File: src/psq_pkg.sv
// How it works
// - Four phases make one instruction cycle
// - Fetch next word while current one executes
// - Program counter changes cost a dummy cycle
// - Program counter steps by one per fetch
// - True skip discards prefetched word
// - Low counter byte write jumps in page
// - Reset clears program counter to zero
// - External interrupt vectors to its entry
// - Counter 0 overflow vectors to entry
// - Counter 1 overflow vectors to entry
// - Jump and call load instruction address
// - Returns reload counter from stack top
// - Program memory addressed by counter or pointer
// - Table page from counter or forced ones
// - Table word splits to data and high
// - Lookup pointer is read-write word address
// - Table reads take two instruction cycles
// - Start-up delay of 1024 clocks
// - Mask interrupts around unsaved table reads
// - Calls and interrupts push the counter
`default_nettype none
package psq_pkg;
    // Register offsets
    localparam logic [7:0] PSQ_OFS_PROG_LOW = 8'h06;
    localparam logic [7:0] PSQ_OFS_LOOKUP_PTR = 8'h07;
    localparam logic [7:0] PSQ_OFS_LOOKUP_HIGH = 8'h08;
    // Fixed program entries
    localparam logic [11:0] PSQ_VEC_RESET = 12'h000;
    localparam logic [11:0] PSQ_VEC_EXT = 12'h004;
    localparam logic [11:0] PSQ_VEC_CNT0 = 12'h008;
    localparam logic [11:0] PSQ_VEC_CNT1 = 12'h00c;
    // Last page of table reads
    localparam logic [3:0] PSQ_LAST_PAGE = 4'hf;
    // Reset values
    localparam logic [7:0] PSQ_RST_BYTE = 8'h00;
    // Clock periods per instruction cycle
    localparam int PSQ_PHASES = 4;
    // Start-up time in system clock periods
    localparam int PSQ_SST_PERIODS = 1024;
    localparam int PSQ_SYS_NS = 25;
    localparam int PSQ_CLK_NS = 25;
    localparam int PSQ_SST_CYC =
        (PSQ_SST_PERIODS * PSQ_SYS_NS + PSQ_CLK_NS - 1) / PSQ_CLK_NS;
    localparam logic [9:0] PSQ_SST_LAST = 10'(PSQ_SST_CYC - 1);
    // Phase walk, Gray coded
    typedef enum logic [1:0] {
        PSQ_P0 = 2'b00,
        PSQ_P1 = 2'b01,
        PSQ_P2 = 2'b11,
        PSQ_P3 = 2'b10
    } psq_phase_e;
    // Decoded flow operations
    typedef enum logic [2:0] {
        PSQ_OP_NONE = 3'h0,
        PSQ_OP_JUMP = 3'h1,
        PSQ_OP_CALL = 3'h2,
        PSQ_OP_RET = 3'h3,
        PSQ_OP_RETI = 3'h4,
        PSQ_OP_SKIP = 3'h5,
        PSQ_OP_TRDC = 3'h6,
        PSQ_OP_TRDL = 3'h7
    } psq_op_e;
    // Command from the instruction decoder
    typedef struct packed {
        psq_op_e op;
        logic [11:0] target;
    } psq_cmd_s;
    // Interrupt requests, enables, stack state
    typedef struct packed {
        logic [2:0] req;
        logic [2:0] en;
        logic full;
    } psq_irq_s;
    // Whole sequencer state
    typedef struct packed {
        psq_phase_e ph;
        logic run;
        logic [9:0] cnt;
        logic [11:0] pc;
        logic [11:0] fa;
        logic [11:0] ex;
        logic [14:0] ir;
        logic fv;
        logic irv;
        logic stall;
        logic exv;
        logic [11:0] tbla;
        logic [7:0] lptr;
        logic [7:0] lhigh;
        logic pclp;
        logic [7:0] pclv;
        logic [11:0] rom;
        logic [7:0] rdata;
        logic push;
        logic pop;
        logic [11:0] pa;
        logic [2:0] ack;
        logic twe;
        logic [7:0] tdat;
    } psq_state_s;
endpackage
`default_nettype wire

File: src/psq_sequencer.sv
// The address-and-strobe port was chosen for this implementation.
`timescale 1ns/1ps
`default_nettype none
module psq_sequencer (
    input wire logic CORE_CLK,
    input wire logic RST,
    input wire logic [7:0] REG_ADDR,
    input wire logic [7:0] REG_WDATA,
    input wire logic REG_WR,
    input wire logic REG_RD,
    output logic [7:0] REG_RDATA,
    output logic [11:0] ROM_ADDR,
    input wire logic [14:0] ROM_DATA,
    output logic [14:0] INSTR,
    output logic EXEC_VALID,
    output logic [1:0] PHASE,
    input wire psq_pkg::psq_cmd_s CMD,
    input wire psq_pkg::psq_irq_s IRQ,
    output logic [2:0] IRQ_ACK,
    input wire logic [11:0] STACK_TOP,
    output logic PUSH,
    output logic POP,
    output logic [11:0] PUSH_ADDR,
    output logic TBL_WE,
    output logic [7:0] TBL_DATA,
    input wire logic WAKE,
    output logic RUNNING
);

    // Next phase along the Gray walk
    function automatic psq_pkg::psq_phase_e ph_next(
        input psq_pkg::psq_phase_e p
    );
        case (p)
            psq_pkg::PSQ_P0: ph_next = psq_pkg::PSQ_P1;
            psq_pkg::PSQ_P1: ph_next = psq_pkg::PSQ_P2;
            psq_pkg::PSQ_P2: ph_next = psq_pkg::PSQ_P3;
            default: ph_next = psq_pkg::PSQ_P0;
        endcase
    endfunction

    // Qualified request that wins, one-hot
    function automatic logic [2:0] irq_pick(
        input psq_pkg::psq_irq_s q
    );
        logic [2:0] live;
        live = q.req & q.en & {3{~q.full}};
        if (live[0]) begin
            irq_pick = 3'b001;
        end else if (live[1]) begin
            irq_pick = 3'b010;
        end else if (live[2]) begin
            irq_pick = 3'b100;
        end else begin
            irq_pick = 3'b000;
        end
    endfunction

    // Entry address for a one-hot grant
    function automatic logic [11:0] irq_vec(input logic [2:0] g);
        if (g[0]) begin
            irq_vec = psq_pkg::PSQ_VEC_EXT;
        end else if (g[1]) begin
            irq_vec = psq_pkg::PSQ_VEC_CNT0;
        end else begin
            irq_vec = psq_pkg::PSQ_VEC_CNT1;
        end
    endfunction

    // Registered and next state
    psq_pkg::psq_state_s s_reg;
    psq_pkg::psq_state_s s_next;
    // Flow decisions at the cycle boundary
    logic flush;
    logic [11:0] tgt;
    logic [2:0] grant;
    logic bnd;
    logic exe;
    logic [11:0] jmp_short; // Short jump destination
    logic [11:0] tbl_cur; // Current page table address

    // Boundary of an executing cycle
    assign bnd = s_reg.run && s_reg.ph == psq_pkg::PSQ_P3 && !s_reg.stall;
    assign exe = bnd && s_reg.irv && !s_reg.pclp;
    // Addresses the checks compare against
    assign jmp_short = {s_reg.ex[11:8], s_reg.pclv};
    assign tbl_cur = {s_reg.ex[11:8], s_reg.lptr};

    // Next state
    always_comb begin
        s_next = s_reg;
        flush = 1'b0;
        tgt = s_reg.pc;
        grant = 3'b000;
        // Pulses default low
        s_next.push = 1'b0;
        s_next.pop = 1'b0;
        s_next.ack = 3'b000;
        s_next.twe = 1'b0;
        s_next.rdata = psq_pkg::PSQ_RST_BYTE;
        if (!s_reg.run) begin
            // Start-up timer holds execution off
            if (s_reg.cnt == psq_pkg::PSQ_SST_LAST) begin
                s_next.run = 1'b1;
                s_next.ph = psq_pkg::PSQ_P0;
            end else begin
                s_next.cnt = s_reg.cnt + 10'h001;
            end
        end else begin
            // Four clock phases per cycle
            s_next.ph = ph_next(s_reg.ph);
            if (s_reg.ph == psq_pkg::PSQ_P3 && s_reg.stall) begin
                // Second cycle of a table read
                s_next.stall = 1'b0;
                s_next.twe = 1'b1;
                s_next.tdat = ROM_DATA[7:0];
                // High part lands low, top bit zero
                s_next.lhigh = {1'b0, ROM_DATA[14:8]};
                s_next.rom = s_reg.pc;
                s_next.fa = s_reg.pc;
                s_next.pc = s_reg.pc + 12'h001;
                s_next.fv = 1'b1;
            end else if (s_reg.ph == psq_pkg::PSQ_P3) begin
                if (s_reg.pclp) begin
                    // Short jump inside the current page
                    tgt = {s_reg.ex[11:8], s_reg.pclv};
                    flush = 1'b1;
                    s_next.pclp = 1'b0;
                end else if (s_reg.irv) begin
                    case (CMD.op)
                        psq_pkg::PSQ_OP_JUMP: begin
                            tgt = CMD.target;
                            flush = 1'b1;
                        end
                        psq_pkg::PSQ_OP_CALL: begin
                            tgt = CMD.target;
                            flush = 1'b1;
                            s_next.push = 1'b1;
                            s_next.pa = s_reg.fa;
                        end
                        psq_pkg::PSQ_OP_RET,
                        psq_pkg::PSQ_OP_RETI: begin
                            tgt = STACK_TOP;
                            flush = 1'b1;
                            s_next.pop = 1'b1;
                        end
                        psq_pkg::PSQ_OP_SKIP: begin
                            // Counter already two past the skip
                            flush = 1'b1;
                        end
                        psq_pkg::PSQ_OP_TRDC: begin
                            s_next.stall = 1'b1;
                            s_next.tbla = {s_reg.ex[11:8], s_reg.lptr};
                        end
                        psq_pkg::PSQ_OP_TRDL: begin
                            s_next.stall = 1'b1;
                            s_next.tbla = {psq_pkg::PSQ_LAST_PAGE, s_reg.lptr};
                        end
                        default: begin
                            // Plain instruction, nothing to steer
                        end
                    endcase
                end
                // Interrupt taken only on a plain boundary
                if (!flush && !s_next.stall && s_reg.fv) begin
                    grant = irq_pick(IRQ);
                    if (grant != 3'b000) begin
                        tgt = irq_vec(grant);
                        flush = 1'b1;
                        s_next.ack = grant;
                        s_next.push = 1'b1;
                        s_next.pa = s_reg.fa;
                    end
                end
                // Prefetched word moves to execution
                s_next.ir = ROM_DATA;
                s_next.ex = s_reg.fa;
                s_next.irv = s_reg.fv && !flush;
                if (s_next.stall) begin
                    // Memory serves the table next cycle
                    s_next.rom = s_next.tbla;
                end else begin
                    s_next.rom = tgt;
                    s_next.fa = tgt;
                    s_next.pc = tgt + 12'h001;
                    s_next.fv = 1'b1;
                end
            end
        end
        // Register reads
        if (REG_RD) begin
            case (REG_ADDR)
                psq_pkg::PSQ_OFS_PROG_LOW: s_next.rdata = s_reg.ex[7:0];
                psq_pkg::PSQ_OFS_LOOKUP_PTR: s_next.rdata = s_reg.lptr;
                psq_pkg::PSQ_OFS_LOOKUP_HIGH: s_next.rdata = s_reg.lhigh;
                default: s_next.rdata = psq_pkg::PSQ_RST_BYTE;
            endcase
        end
        // Register writes, high byte is read-only
        if (REG_WR) begin
            case (REG_ADDR)
                psq_pkg::PSQ_OFS_PROG_LOW: begin
                    s_next.pclp = 1'b1;
                    s_next.pclv = REG_WDATA;
                end
                psq_pkg::PSQ_OFS_LOOKUP_PTR: s_next.lptr = REG_WDATA;
                default: begin
                    // Writes elsewhere are ignored
                end
            endcase
        end
        // Wake from halt restarts the start-up timer
        if (WAKE) begin
            s_next.run = 1'b0;
            s_next.cnt = 10'h000;
            s_next.ph = psq_pkg::PSQ_P0;
            s_next.stall = 1'b0;
            s_next.pc = s_reg.fa;
            s_next.fv = 1'b0;
            s_next.irv = 1'b0;
        end
        // Execute strobe for the decoder
        s_next.exv = s_next.run && s_next.irv && !s_next.stall;
    end

    // State register
    always_ff @(posedge CORE_CLK or posedge RST) begin
        if (RST) begin
            s_reg <= '0;
            s_reg.pc <= psq_pkg::PSQ_VEC_RESET;
            s_reg.ph <= psq_pkg::PSQ_P0;
        end else begin
            s_reg <= s_next;
        end
    end

    // Ports straight from the state flops
    assign REG_RDATA = s_reg.rdata;
    assign ROM_ADDR = s_reg.rom;
    assign INSTR = s_reg.ir;
    assign EXEC_VALID = s_reg.exv;
    assign PHASE = s_reg.ph;
    assign IRQ_ACK = s_reg.ack;
    assign PUSH = s_reg.push;
    assign POP = s_reg.pop;
    assign PUSH_ADDR = s_reg.pa;
    assign TBL_WE = s_reg.twe;
    assign TBL_DATA = s_reg.tdat;
    assign RUNNING = s_reg.run;
endmodule
`default_nettype wire

File: config.mk
export PLATFORM = sky130hd
export DESIGN_NAME = psq_sequencer
export DESIGN_NICKNAME = d
export VERILOG_FILES = /design/src/psq_pkg.sv /design/src/psq_sequencer.sv
export SDC_FILE = /design/constraint.sdc
export NUM_CORES = 1
export LEC_CHECK = 0
export BUFFER_PORTS_ARGS = -buffer_cell sky130_fd_sc_hd__buf_2
export CORE_UTILIZATION = 40
export CTS_CLUSTER_DIAMETER = 100
export CTS_CLUSTER_SIZE = 25
export DETAILED_ROUTE_END_ITERATION = 10
export GPL_ROUTABILITY_DRIVEN = 0
export GPL_TIMING_DRIVEN = 0
export PLACE_DENSITY_LB_ADDON = 0.15
export SETUP_SLACK_MARGIN = 0.3
export SLEW_MARGIN = 20
export SYNTH_ARGS = -nofsm -noshare
export SYNTH_HDL_FRONTEND = slang
export SYNTH_SLANG_ARGS = --single-unit
File: constraint.sdc
create_clock -name CORE_CLK -period 10.4 [get_ports CORE_CLK]
set_input_delay 0.52 -clock CORE_CLK [delete_from_list [all_inputs] [get_ports CORE_CLK]]
set_output_delay 0.52 -clock CORE_CLK [all_outputs]
set_load 0.03 [all_outputs]
Yosys cells after proc, flatten, opt, wreduce, memory -nomap -nowiden
Index checks and enable logic that the tools add are counted.
{"block": "word_totals", "regBits": 150, "latchBits": 0, "ram_bits": 0, "romBits": 0, "elab_cells": 153, "mem_count": 0}
{"block": "classes", "addsub": 3, "n_mul": 0, "div": 0, "magnitude_cmp": 0, "eq_ne": 18, "shift": 0, "mux": 76, "bitwise": 4, "n_reduce_logical": 28}
{"operator": "two-way mux 12 bit", "count": 13}
{"operator": "two-way mux 54 bit", "count": 2}
{"operator": "two-way mux 24 bit", "count": 2}
{"operator": "case mux 12 bit (2 select lines)", "count": 2}
{"operator": "two-way mux 17 bit", "count": 2}
{"operator": "two-way mux 15 bit", "count": 2}
{"operator": "two-way mux 3 bit", "count": 10}
{"operator": "two-way mux 1 bit", "count": 28}
{"operator": "two-way mux 14 bit", "count": 2}
{"operator": "two-way mux 27 bit", "count": 1}
{"operator": "two-way mux 9 bit", "count": 3}
{"operator": "two-way mux 26 bit", "count": 1}
{"operator": "two-way mux 25 bit", "count": 1}
{"operator": "adder 12 x 1 -> 12 bit, second input constant", "count": 2}
{"operator": "case mux 8 bit (3 select lines)", "count": 1}
{"operator": "== test 8 x 3 -> 1 bit, second input constant", "count": 2}
{"operator": "== test 3 bit, second input constant", "count": 4}
{"operator": "two-way mux 11 bit", "count": 1}
{"operator": "adder 10 x 1 -> 10 bit, second input constant", "count": 1}
{"operator": "== test 10 bit, second input constant", "count": 1}
{"operator": "two-way mux 10 bit", "count": 1}
{"operator": "AND reduction 2 bit", "count": 5}
{"operator": "AND reduction 3 bit", "count": 3}
{"operator": "nonzero test 3 bit", "count": 3}
{"operator": "other kinds (19)", "count": 36}

Longest topological paths before layout
Gate-level depths: netlist of run 1.
{"block": "depth", "ltp_word": 30, "ltp_mapped": 13, "depth_no_buf": 11}

Least setup slack after synthesis of run 1
Ideal clock, no wire load.
{"block": "synth_path", "path_kind": "in2reg", "start": "in CMD[13] (netlist name)", "end": "reg s_reg[134] (netlist name)", "setup_time_ns": 0.072, "arrival_time_ns": 2.731, "path_slack_ns": 7.597, "path_stages": 13, "n_path_buf": 2, "path_cell_list": "ha_1 > and3b_1 > buf_4 > nor2_2 > and3_1 > buf_6 > or4_4 > inv_1 > ha_1 > and3_4 > nand3_1 > mux2_1 > nor2_1"}
{"block": "synth_between", "elab_chain_cells": 21, "elab_cells_between_ends": 43}
{"element": "start, declared", "line": "psq_sequencer.sv:17", "source": "input wire psq_pkg::psq_cmd_s CMD,"}
{"element": "== test 3 x 2 -> 1 bit (tied with other cells)", "line": "psq_sequencer.sv:130", "source": "case (CMD.op)"}
{"element": "OR reduction 5 bit (no source line) or OR reduction 2 bit (tied branches)"}
{"element": "two-way mux 1 bit", "line": "psq_sequencer.sv:130"}
{"element": "two-way mux 1 bit", "line": "psq_sequencer.sv:129", "source": "end else if (s_reg.irv) begin"}
{"element": "two-way mux 1 bit", "line": "psq_sequencer.sv:124", "source": "if (s_reg.pclp) begin"}
{"element": "two-way mux 1 bit", "line": "psq_sequencer.sv:123", "source": "end else if (s_reg.ph == psq_pkg::PSQ_P3) begin"}
{"element": "two-way mux 1 bit", "line": "psq_sequencer.sv:112", "source": "if (s_reg.ph == psq_pkg::PSQ_P3 && s_reg.stall) begin"}
{"element": "two-way mux 1 bit", "line": "psq_sequencer.sv:101", "source": "if (!s_reg.run) begin"}
{"element": "[... 5 more ...]"}
{"element": "two-way mux 12 bit", "line": "psq_sequencer.sv:112"}
{"element": "two-way mux 12 bit", "line": "psq_sequencer.sv:101"}
{"element": "adder 12 x 1 -> 12 bit", "line": "psq_sequencer.sv:185", "source": "s_next.pc = tgt + 12'h001;"}
{"element": "two-way mux 24 bit", "line": "psq_sequencer.sv:179", "source": "if (s_next.stall) begin"}
{"element": "two-way mux 54 bit", "line": "psq_sequencer.sv:123"}
{"element": "two-way mux 24 bit", "line": "psq_sequencer.sv:112"}
{"element": "two-way mux 54 bit", "line": "psq_sequencer.sv:101"}
{"element": "two-way mux 25 bit", "line": "psq_sequencer.sv:213", "source": "if (WAKE) begin"}
{"element": "end signal, assigned", "line": "psq_sequencer.sv:233", "source": "s_reg <= s_next;"}
{"element": "end, declared", "line": "psq_sequencer.sv:71", "source": "psq_pkg::psq_state_s s_reg;"}
Several ways; a longest one is shown, not always the timed one. The select of a mux whose other input is x is not followed.
A chain may end at the register's enable or synchronous reset.

Worst setup path in the final report of run 1
{"block": "layout_path", "start": "in CMD[12] (netlist name)", "end": "reg s_reg[134] (netlist name)"}
Same word-level chain as after synthesis.

==> qor.yml, run 1 <==
tns_ps: 0
numCtsBuffers: 17
cts_tree: "yes"
drt-pass1-iter-count: 5
worstMarginPinSlew_ps: 955
yosys-top-cells-area: "dfrtp_1 (45%), nand2_1 (9.8%), buf_4 (5.6%), mux2_2 (5.2%), o21ai_0 (2.7%)"
yosysTopAreaCell: "dfrtp_1"
drt_iter0_markers: 451
ctsRootBufferMaster: "clkbuf_16"
crit_path_cell_trace: "buf_2, buf_4, clkbuf_1, nor4b_1, a221oi_1, o221ai_1, a21oi_1, ha_1, and3_4, nand3_1, mux2_1, nor2_1"
cts_setup_buffers: 0
routedWlPerCell_um: 17.6
grt_max_degree: 86
hold_path_class: "in2async"
rsz0062_at_grt: "false"
cts_sinks: 150
gr-usage-all-layers_pct: 23.0
drt-vias-per-instance: 5.24
synth_edf_count: 0
hpwl_um: 17600
synth-adder-area-share_pct: 0.605
slew_violations: 0
synth_cell_type_count: 74
wl_um: 23700
synth_top_family_by_area: "simple AND/OR/NAND/NOR gates"
coreArea_um2: 20200
worst_setup_path_start_kind: "primary input"
grt-ovfl-total: 0
fin_skew_ps: 6.89
r2r_start: "RUNNING"
critPathSlowestCell: "a21oi_1"
ir_drop_mv: 0.125
die-area_um2: 21300
relSlewSlack_pct: 36.2
nFillCells: 2000
synth_xor_area_share_pct: 2.33
cp_max_fo: 10
drive_gt1_share_pct: 26.7
synthToLayoutAreaGrowth_pct: 20.0
path_clk_slew_ps: 70
ys_ff_latch: 150
outcome: "finished clean"
synth-simple-area-share_pct: 21.0
leakage_nw: 4.69
pin_count: 135
synth_cells: 913
critPathKind: "in2reg"
n_antenna_cell: 0
yosysSeqAreaShare_pct: 45.4
r2r_end: "s_reg[71]"
finalCritPeriodShare_pct: 29.5
antenna_found_initial: 1
maxCapViolations: 0
synth_top_area_share_pct: 45.4
synth_area_um2: 8270
worstPathRequired_ps: 10750
hold_viol: 0
vias: 7067
cp-end-kind: "flop"
synthMuxAreaShare_pct: 7.28
reg2regPathDepth: 8
drc: 0
row_count: 52
synth_compound_area_share_pct: 14.3
design_area_um2: 9930
io_buffers: 133
r2r_slack_ps: 7380
synth_ff_type: "dfrtp_1"
largest_reg_flops: 73
drtAntennaViolNets: 0
fin_nets: 1140
cts_hold_buf: 0
slowest_delay_ps: 430
finalPower_mw: 1.42
timing.final.crit_period_ps: 3070
clk_latency_ps: 420
avgSynthCellArea_um2: 9.06
grt_pass1_wl_um: 37700
timing.fmax_mhz: 326
cts.htree.levels: 4
cellPowerDensity_nw_per_um2: 143
layout.area.seq_um2: 3750
die_w_um: 146
async_reset_ff_share_pct: 100
crit_arrival_ps: 3420
die_y_um: 146
grt_pass1_vias: 6829
multi_input_area_um2: 3760
initial_core_util_pct: 40.9
syn-num-nets: 987
clk_path_buf_depth: 2
post_cts_resized: 0
setup_viol: 0
postPlaceCellArea_um2: 9310
yosys_warnings: 0
-- placed cells by master (no fill, tap or decap), types with 6 or more instances in the layout --
cell type,instances
nand2_1,215
dfrtp_1,150
buf_2,138
buf_4,62
nor2_1,56
o21ai_0,45
clkbuf_1,44
mux2_2,38
a21oi_1,32
nand3_1,27
clkbuf_16,17
mux2i_1,14
inv_1,13
and3_1,11
a22oi_1,11
xor2_1,11
xnor2_1,11
a221oi_1,11
o21ai_1,10
and2_1,9
nor2b_1,9
nand2b_1,8
o221ai_1,8
a221o_1,7
o211ai_1,6
nor3_1,6
-- cells in the mapped netlist, drive strengths merged, types with 8 or more instances --
master,number
nor2b,9
nand2,215
mux2,41
nor2,58
o221ai,9
clkbuf,42
and3,12
nand2b,8
inv,14
mux2i,14
a22oi,11
buf,74
xnor2,11
nand3,27
and2,10
xor2,11
a21oi,34
o21ai,55
dfrtp,150
a221oi,14
-- worst max-delay path: cells and delay by family --
family                   cells  cell delay (ps)
AND/OR/NAND/NOR              4              530
buffers and inverters        3              700
AO/OA/AOI/OAI                3             1070
adder cells (fa/ha/maj)      1              270
multiplexers                 1              330
-- logic make-up after synthesis --
group	count (synthesis)
AOI/OAI and AO/OA	172
buffers and inverters	131
muxes	55
xor gates and xnor gates	22
adders and majority gates	4
DFF	150
and+or+nand+nor	379
-- final cells by class --
class	instances	share of cell area [%]
plain buffers	116	7.02
clock buffers	20	4.50
clock inverters	11	1.74
inverters	15	0.643
multi-input cells	632	37.9
flip-flops and latches	150	37.8
well taps	270	3.40
repair buffers	134	6.98
-- power by group --
part	internal [mW]	switching, mW	total [mW]	leakage [nW]
combinational	0.0559	0.0837	0.140	2.47
sequential	0.601	0.0141	0.615	1.91
clock	0.409	0.253	0.662	0.301
-- worst max path at each step --
stage | start | slack [ps] | endpoint
floorplan | RST | 5840 | EXEC_VALID
global placement | RST | 3870 | s_reg[145]
detailed placement | CMD[12] | 7010 | s_reg[134]
CTS | CMD[12] | 7440 | s_reg[134]
global route | RUNNING | 7170 | s_reg[71]
finish | CMD[12] | 7330 | s_reg[134]
-- through the flow --
| stage | cells | setup slack (ps) | hold slack [ps] | util, % |
|---|---|---|---|---|
| after detailed placement | 1317 | 7010 | 463 | 46.0 |
| after CTS | 1348 | 7440 | 148 | 49.1 |
| after global routing | 1348 | 7170 | 168 | 49.1 |
| final | 1348 | 7330 | 127 | 49.1 |
| after global placement | 1316 | 3870 | 460 | 45.8 |
| after floorplan | 913 | 5840 | 442 | - |
-- per-layer routing --
metal	up-vias	share of wire [%]	routed length, um	global-route usage [%]
li1	3414	-	-	-
met1	3395	48	11300	32.6
met2	224	45	10700	35.3
met3	34	5.0	1170	3.57
met4	0	2.2	514	9.05
met5	-	0	0	0
(Power assumes the default switching activity.)
==> inputs of run 2 (changes only) <==
- ABC_AREA: default -> 1
- clock period: 10.4 -> 2.65 ns (I/O delays scaled with it)
==> qor.yml, run 2 <==
row_count: 52  # unchanged
grt_pass1_vias: 7421  # +8.7%
dr_wl_met2_um: 11800  # +10%
fin_skew_ps: 11.8  # +4.93 ps
reg2regPathDepth: 14  # +6
maxCapViolations: 0  # unchanged
io_buffers: 133  # unchanged
coreArea_um2: 20300  # +0.32%
clk_path_buf_depth: 2  # unchanged
grt_pass1_wl_um: 39600  # +5.0%
multi_input_area_um2: 3480  # -7.6%
syn-num-nets: 1145  # +16%
synth.most_common_cell: "nand2_1"
pin_count: 135  # unchanged
holdCritStartpoint: "REG_WDATA[7]"
mostFrequentLayoutCells: "nand2_1 (263), dfrtp_1 (148), buf_2 (136)"
timing.final.crit_period_ps: 2320
yosys_warnings: 0  # unchanged
yosysSeqAreaShare_pct: 45.1  # -0.26 points
numCtsBuffers: 17  # unchanged
avgSynthCellArea_um2: 7.77  # -14%
synthToLayoutAreaGrowth_pct: 25.5
cellPowerDensity_nw_per_um2: 561  # +290%
cts.htree.levels: 4  # unchanged
die-area_um2: 21400  # +0.57%
min_delay_worst_endpoint: "jmp_short[7]"
final_common_cell: "nand2_1"
synth_cells: 1071  # +17%
drc: 0  # unchanged
worstPathRequired_ps: 3010  # -7740 ps
synth_edf_count: 0  # unchanged
dr_wl_met3_um: 1440  # +23%
hold_viol: 0  # unchanged
cp_max_fo: 10  # unchanged
initial_core_util_pct: 41.0  # +0.10 points
timing.fmax_mhz: 431
dp_cells: 1479  # +12%
highest_layer: "met4"
n_antenna_cell: 0  # unchanged
cp-end-kind: "flop"
path_clk_slew_ps: 70  # about the same
synth_area_um2: 8320  # +0.57%
relSlewSlack_pct: 57.4  # +21 points
r2r_start: "PHASE[1]"
die_y_um: 146  # +0.28%
slew_violations: 0  # unchanged
hpwl_um: 18800  # +6.5%
clk_latency_ps: 440  # +20 ps
grt_max_degree: 31  # -64%
cts_sinks: 150  # unchanged
yosys-top-cells-area: "dfrtp_1 (45%), nand2_1 (12%), o21ai_0 (7.6%), inv_1 (6.0%), buf_4 (5.9%)"
die_w_um: 146  # +0.28%
ir_drop_mv: 0.449  # +260%
largest_reg_flops: 73  # unchanged
yosys-top-cells-count: "nand2_1 (265), dfrtp_1 (150), inv_1 (132)"
grt-ovfl-total: 0  # unchanged
async_reset_ff_share_pct: 100  # unchanged
worstMarginPinSlew_ps: 636  # -319 ps
layout.area.seq_um2: 3760  # about the same
setup_viol: 0  # unchanged
routedWlPerCell_um: 16.2  # -7.5%
drt-vias-per-instance: 5.06  # -3.5%
worst_setup_path_start_kind: "flop"
drt_iter0_markers: 612  # +36%
r2r_slack_ps: 330  # -7050 ps
critPathKind: "reg2reg"
outcome: "finished clean"
cts_tree: "yes"
met1_length_um: 11100  # -1.2%
synth_top_area_share_pct: 45.1  # -0.26 points
rsz0062_at_grt: "true"
yosysTopAreaCell: "dfrtp_1"
crit_arrival_ps: 2680  # -740 ps
vias: 7823  # +11%
crit_start: "PHASE[1]"
ctsRootBufferMaster: "clkbuf_16"
fin_nets: 1338  # +17%
leakage_nw: 5.27  # +12%
drtAntennaViolNets: 0  # unchanged
antenna_found_initial: 0  # -1
nFillCells: 2008  # +0.40%
finalPower_mw: 5.86  # +310%
min_delay_path_depth: 3
final_cells: 1547  # +15%
drive_gt1_share_pct: 25.3  # -1.4 points
ys_ff_latch: 150  # unchanged
hold_path_class: "in2reg"
r2r_end: "s_reg[133]"
synth_cell_type_count: 44  # -41%
finalCritPeriodShare_pct: 87.6
gr-usage-all-layers_pct: 24.0  # +0.99 points
wl_um: 25100  # +6.2%
synth_ff_type: "dfrtp_1"
drt-pass1-iter-count: 6  # +1
[run 2: changes by cell type in the layout (fill, tap and decap cells not counted), sizes merged, moves of 12 or more]
cell / delta
and3: -12
dlygate4sd3: +20
inv: +133
nand4: +18
nor2: +16
mux2: -41
nand2: +61
a221oi: -14
buf: +18
o21ai: +78
nand3: +33
mux2i: -14
clkbuf: -19
[run 2: worst max-delay path, cell delays in order, from the launching register on]
cell and delay, ps:
dfrtp_1 370, inv_1 90, nor2_4 140, inv_2 100, nor2_4 170, inv_2 130
nand2_4 170, inv_1 130, nor2_2 210, inv_4 120, nor2_4 180, o21ai_0 110
a31oi_1 170, nand2_1 80, nand3_1 70
[run 2: timing repair]
action                                  4_1_cts  5_1_grt
gates resized for setup                      15       17
setup buffers                                 5       11
hold buffers                                 20        0
pin swaps                                     6        9
endpoints found under the setup margin       85       40
hold endpoints to repair                     56        0
[run 2: stage by stage]
step | TNS (ps) | cell area (um^2) | util (%) | worst slack (ps) | hold slack, ps
after detailed placement | -876 | 9430 | 46.4 | -125 | 193
after floorplan | 0 | 8320 | - | 518 | 236
after global routing | 0 | 10400 | 51.4 | 181 | 15.6
final | 0 | 10400 | 51.4 | 330 | 11.7
after CTS | 0 | 10300 | 50.7 | 317 | 1.38
after global placement | -64450 | 9330 | 45.9 | -438 | 364
[run 2: layout make-up]
cell class / count / area share (%)
Buffer: 98 / 6.11
Clock buffer: 17 / 4.08
Clock inverter: 15 / 1.56
Inverter: 145 / 5.30
Multi-Input combinational cell: 678 / 33.3
Sequential cell: 150 / 36.0
Tap cell: 270 / 3.24
Timing Repair Buffer: 174 / 10.4
[run 2: worst max path at each step]
stage,slack (ps),end,cells after the start
final,330,s_reg[133],14
after global routing,180,s_reg[133],14
after CTS,320,s_reg[134],16
after detailed placement,-120,PUSH_ADDR[11],9
after global placement,-440,s_reg[146],2
after floorplan,520,s_reg[132],16
[run 2: logic make-up after synthesis]
kind of cell	after synthesis	share of synthesized area, %
AO/OA/AOI/OAI	223	15.5
adder cells (fa/ha/maj)	4	0.602
buffers and inverters	243	14.0
AND/OR/NAND/NOR	449	24.5
XOR/XNOR	2	0.211
flip-flops	150	45.1
[run 2: metal layers]
metal  global-route usage [%]  vias up
met1                     31.9     3658
met3                     4.59       49
li1                         -     3826
met2                     38.6      290
met4                     9.48        0
met5                        0        -
[run 2: where the power goes]
part | switching (mW) | total [mW] | leakage (nW) | internal [mW]
Clock | 1.10 | 2.43 | 0.279 | 1.33
Sequential | 0.110 | 2.54 | 1.80 | 2.43
Combinational | 0.544 | 0.892 | 3.20 | 0.348
==> inputs of run 3 (changes only) <==
- CAP_MARGIN: default -> 15
- CORE_UTILIZATION: 40 -> 52
==> qor.yml, run 3 (same netlist as run 2, synthesis figures left out) <==
cts_sinks: 150  # unchanged
r2r_start: "s_reg[85]"
power_switching_mw: 1.64  # -6.5%
die_w_um: 128  # -12%
cp-end-kind: "flop"
pre_cts_slack_ps: -118  # +6.57 ps
clk_path_buf_depth: 2  # unchanged
power_switching_share_pct: 27.3  # -2.7 points
path_clk_slew_ps: 60  # about the same
antenna_found_initial: 0  # unchanged
n_antenna_cell: 0  # unchanged
clkPwrFrac_pct: 43.4  # +1.9 points
fin_skew_ps: 17.6  # +5.81 ps
die-area_um2: 16500  # -23%
pin_count: 135  # unchanged
grt_pass1_vias: 7431  # +0.13%
design_area_um2: 10400  # -0.64%
ctsRootBufferMaster: "clkbuf_16"
setup_ws_ps: 406  # +76.0 ps
layout.area.seq_um2: 3760  # unchanged
grt-ovfl-total: 0  # unchanged
critPathSlowestCell: "dfrtp_1"
numCtsBuffers: 17  # unchanged
multi_input_area_um2: 3490  # +0.25%
wl_um: 23700  # -5.8%
cellPowerDensity_nw_per_um2: 580  # +3.3%
grt_pass1_wl_um: 37600  # -4.9%
coreArea_um2: 15400  # -24%
gr-usage-all-layers_pct: 30.0  # +6.0 points
row_count: 45  # -13%
drt_iter0_markers: 690  # +13%
internal_power_mw: 4.37  # +6.5%
fin_nets: 1334  # -0.30%
critPathKind: "reg2reg"
synthToLayoutAreaGrowth_pct: 24.7
drive_gt1_share_pct: 25.5  # +0.16 points
vias: 7947  # +1.6%
drt-pass1-iter-count: 6  # unchanged
hold_path_class: "in2reg"
dp_cells: 1419  # -4.1%
p_comb_share_pct: 14.4  # -0.8 points
drtAntennaViolNets: 0  # unchanged
utilization_pct: 67.2  # +16 points
relSlewSlack_pct: 51.4  # -6.1 points
maxCapViolations: 0  # unchanged
largest_reg_flops: 73  # unchanged
initial_core_util_pct: 53.9  # +13 points
cp_max_fo: 9  # -1
worstPathRequired_ps: 2950  # -60 ps
finalCritPeriodShare_pct: 84.7  # -2.9 points
drc: 0  # unchanged
slew_violations: 0  # unchanged
mostFrequentLayoutCells: "nand2_1 (263), dfrtp_1 (148), buf_2 (136)"
routedWlPerCell_um: 16.0  # -1.8%
slowest_delay_ps: 330  # -40 ps
leakage_nw: 5.28  # +0.16%
rsz0062_at_grt: "true"
clk_latency_ps: 430  # about the same
worstMarginPinSlew_ps: 728  # +91.7 ps
crit_arrival_ps: 2550  # -130 ps
worst_setup_path_start_kind: "flop"
nFillCells: 1348  # -33%
holdCritStartpoint: "REG_WDATA[5]"
outcome: "finished clean"
hpwl_um: 17300  # -7.7%
cts_tree: "yes"
ir_drop_mv: 0.421  # -6.0%
setup_viol: 0  # unchanged
crit_path_cell_trace: "buf_4, nand3_4, nand2_4, inv_2, nand4_1, buf_6, o21ai_1, nor2_4, ha_4, nand2_2, nor2_4, nand2_1, nand3_1, nand2_1, nand3_2, nand3_1"
final_common_cell: "nand2_1"
final_cells: 1484  # -4.1%
timing.fmax_mhz: 446  # +3.4%
power_frac_seq_pct: 42.2  # -1.1 points
cts.htree.levels: 4  # unchanged
timing.final.crit_period_ps: 2240  # -76.0 ps
hold_viol: 0  # unchanged
drt-vias-per-instance: 5.36  # +5.9%
whs_ps: 12.7  # +1.04 ps
postPlaceCellArea_um2: 9330  # -1.0%
io_buffers: 133  # unchanged
grt_max_degree: 36  # +16%
crit_start: "s_reg[85]"
die_y_um: 128  # -12%
## run 3: changes by cell type in the layout (fill, tap and decap cells not counted), sizes merged
cell	change
bufinv	+3
dlygate4sd3	-3
inv	-4
clkinvlp	-1
clkbuf	+1
## run 3: stage by stage
stage          TNS [ps]  power (mW)
6_report              0        6.01
5_1_grt               0        6.25
4_1_cts               0        6.00
3_5_place_dp       -931        3.38
3_3_place_gp     -48410        3.36
2_1_floorplan         0        3.12
## run 3: worst paths after layout
kind / slack (ps) / to / depth (start not counted)
worst max-delay path: 410 / s_reg[130] / 16
worst min-delay path: 10 / s_reg[68] / 3
worst max register to register: 410 / s_reg[130] / 16
worst min register to register: 470 / INSTR[10] / 2
max in group asynchronous: 1650 / s_reg[128] / 4
min in group asynchronous: 370 / RUNNING / 3
## run 3: what timing repair did
item,CTS,global route
setup endpoints to repair,96,65
pin swaps,4,13
hold endpoints to repair,54,0
setup buffers,3,14
hold buffers,17,0
resized for setup,10,22
## run 3: per-layer routing
| metal | track usage (%) | share of wire (%) | vias to the layer above |
|---|---|---|---|
| li1 | - | - | 3815 |
| met1 | 38.4 | 42 | 3706 |
| met2 | 49.9 | 47 | 348 |
| met3 | 5.11 | 6.7 | 78 |
| met4 | 14.2 | 4.1 | 0 |
| met5 | 0 | 0 | - |
## run 3: area by class of cell
class	count	share of cell area [%]
flip-flops and latches	150	36.2
multi-input cells	678	33.6
repair buffers	171	10.1
plain buffers	97	6.08
inverters	145	5.37
clock buffers	19	4.27
well taps	211	2.55
clock inverters	13	1.83
## run 3: worst max-delay path: cells and delay by family (launching register included)
family / cells / cell delay, ps
and+or+nand+nor: 11 / 1130
AOI/OAI and AO/OA: 1 / 100
buffers and inverters: 3 / 360
DFF: 1 / 330
adders and majority gates: 1 / 180
## run 3: power groups by stage
stage	Sequential (mW)	Clock [mW]	Combinational [mW]
6_report	2.54	2.61	0.865
5_1_grt	2.55	2.74	0.953
4_1_cts	2.53	2.62	0.842
3_5_place_dp	2.57	0	0.808
3_3_place_gp	2.57	0	0.784
2_1_floorplan	2.54	0	0.582
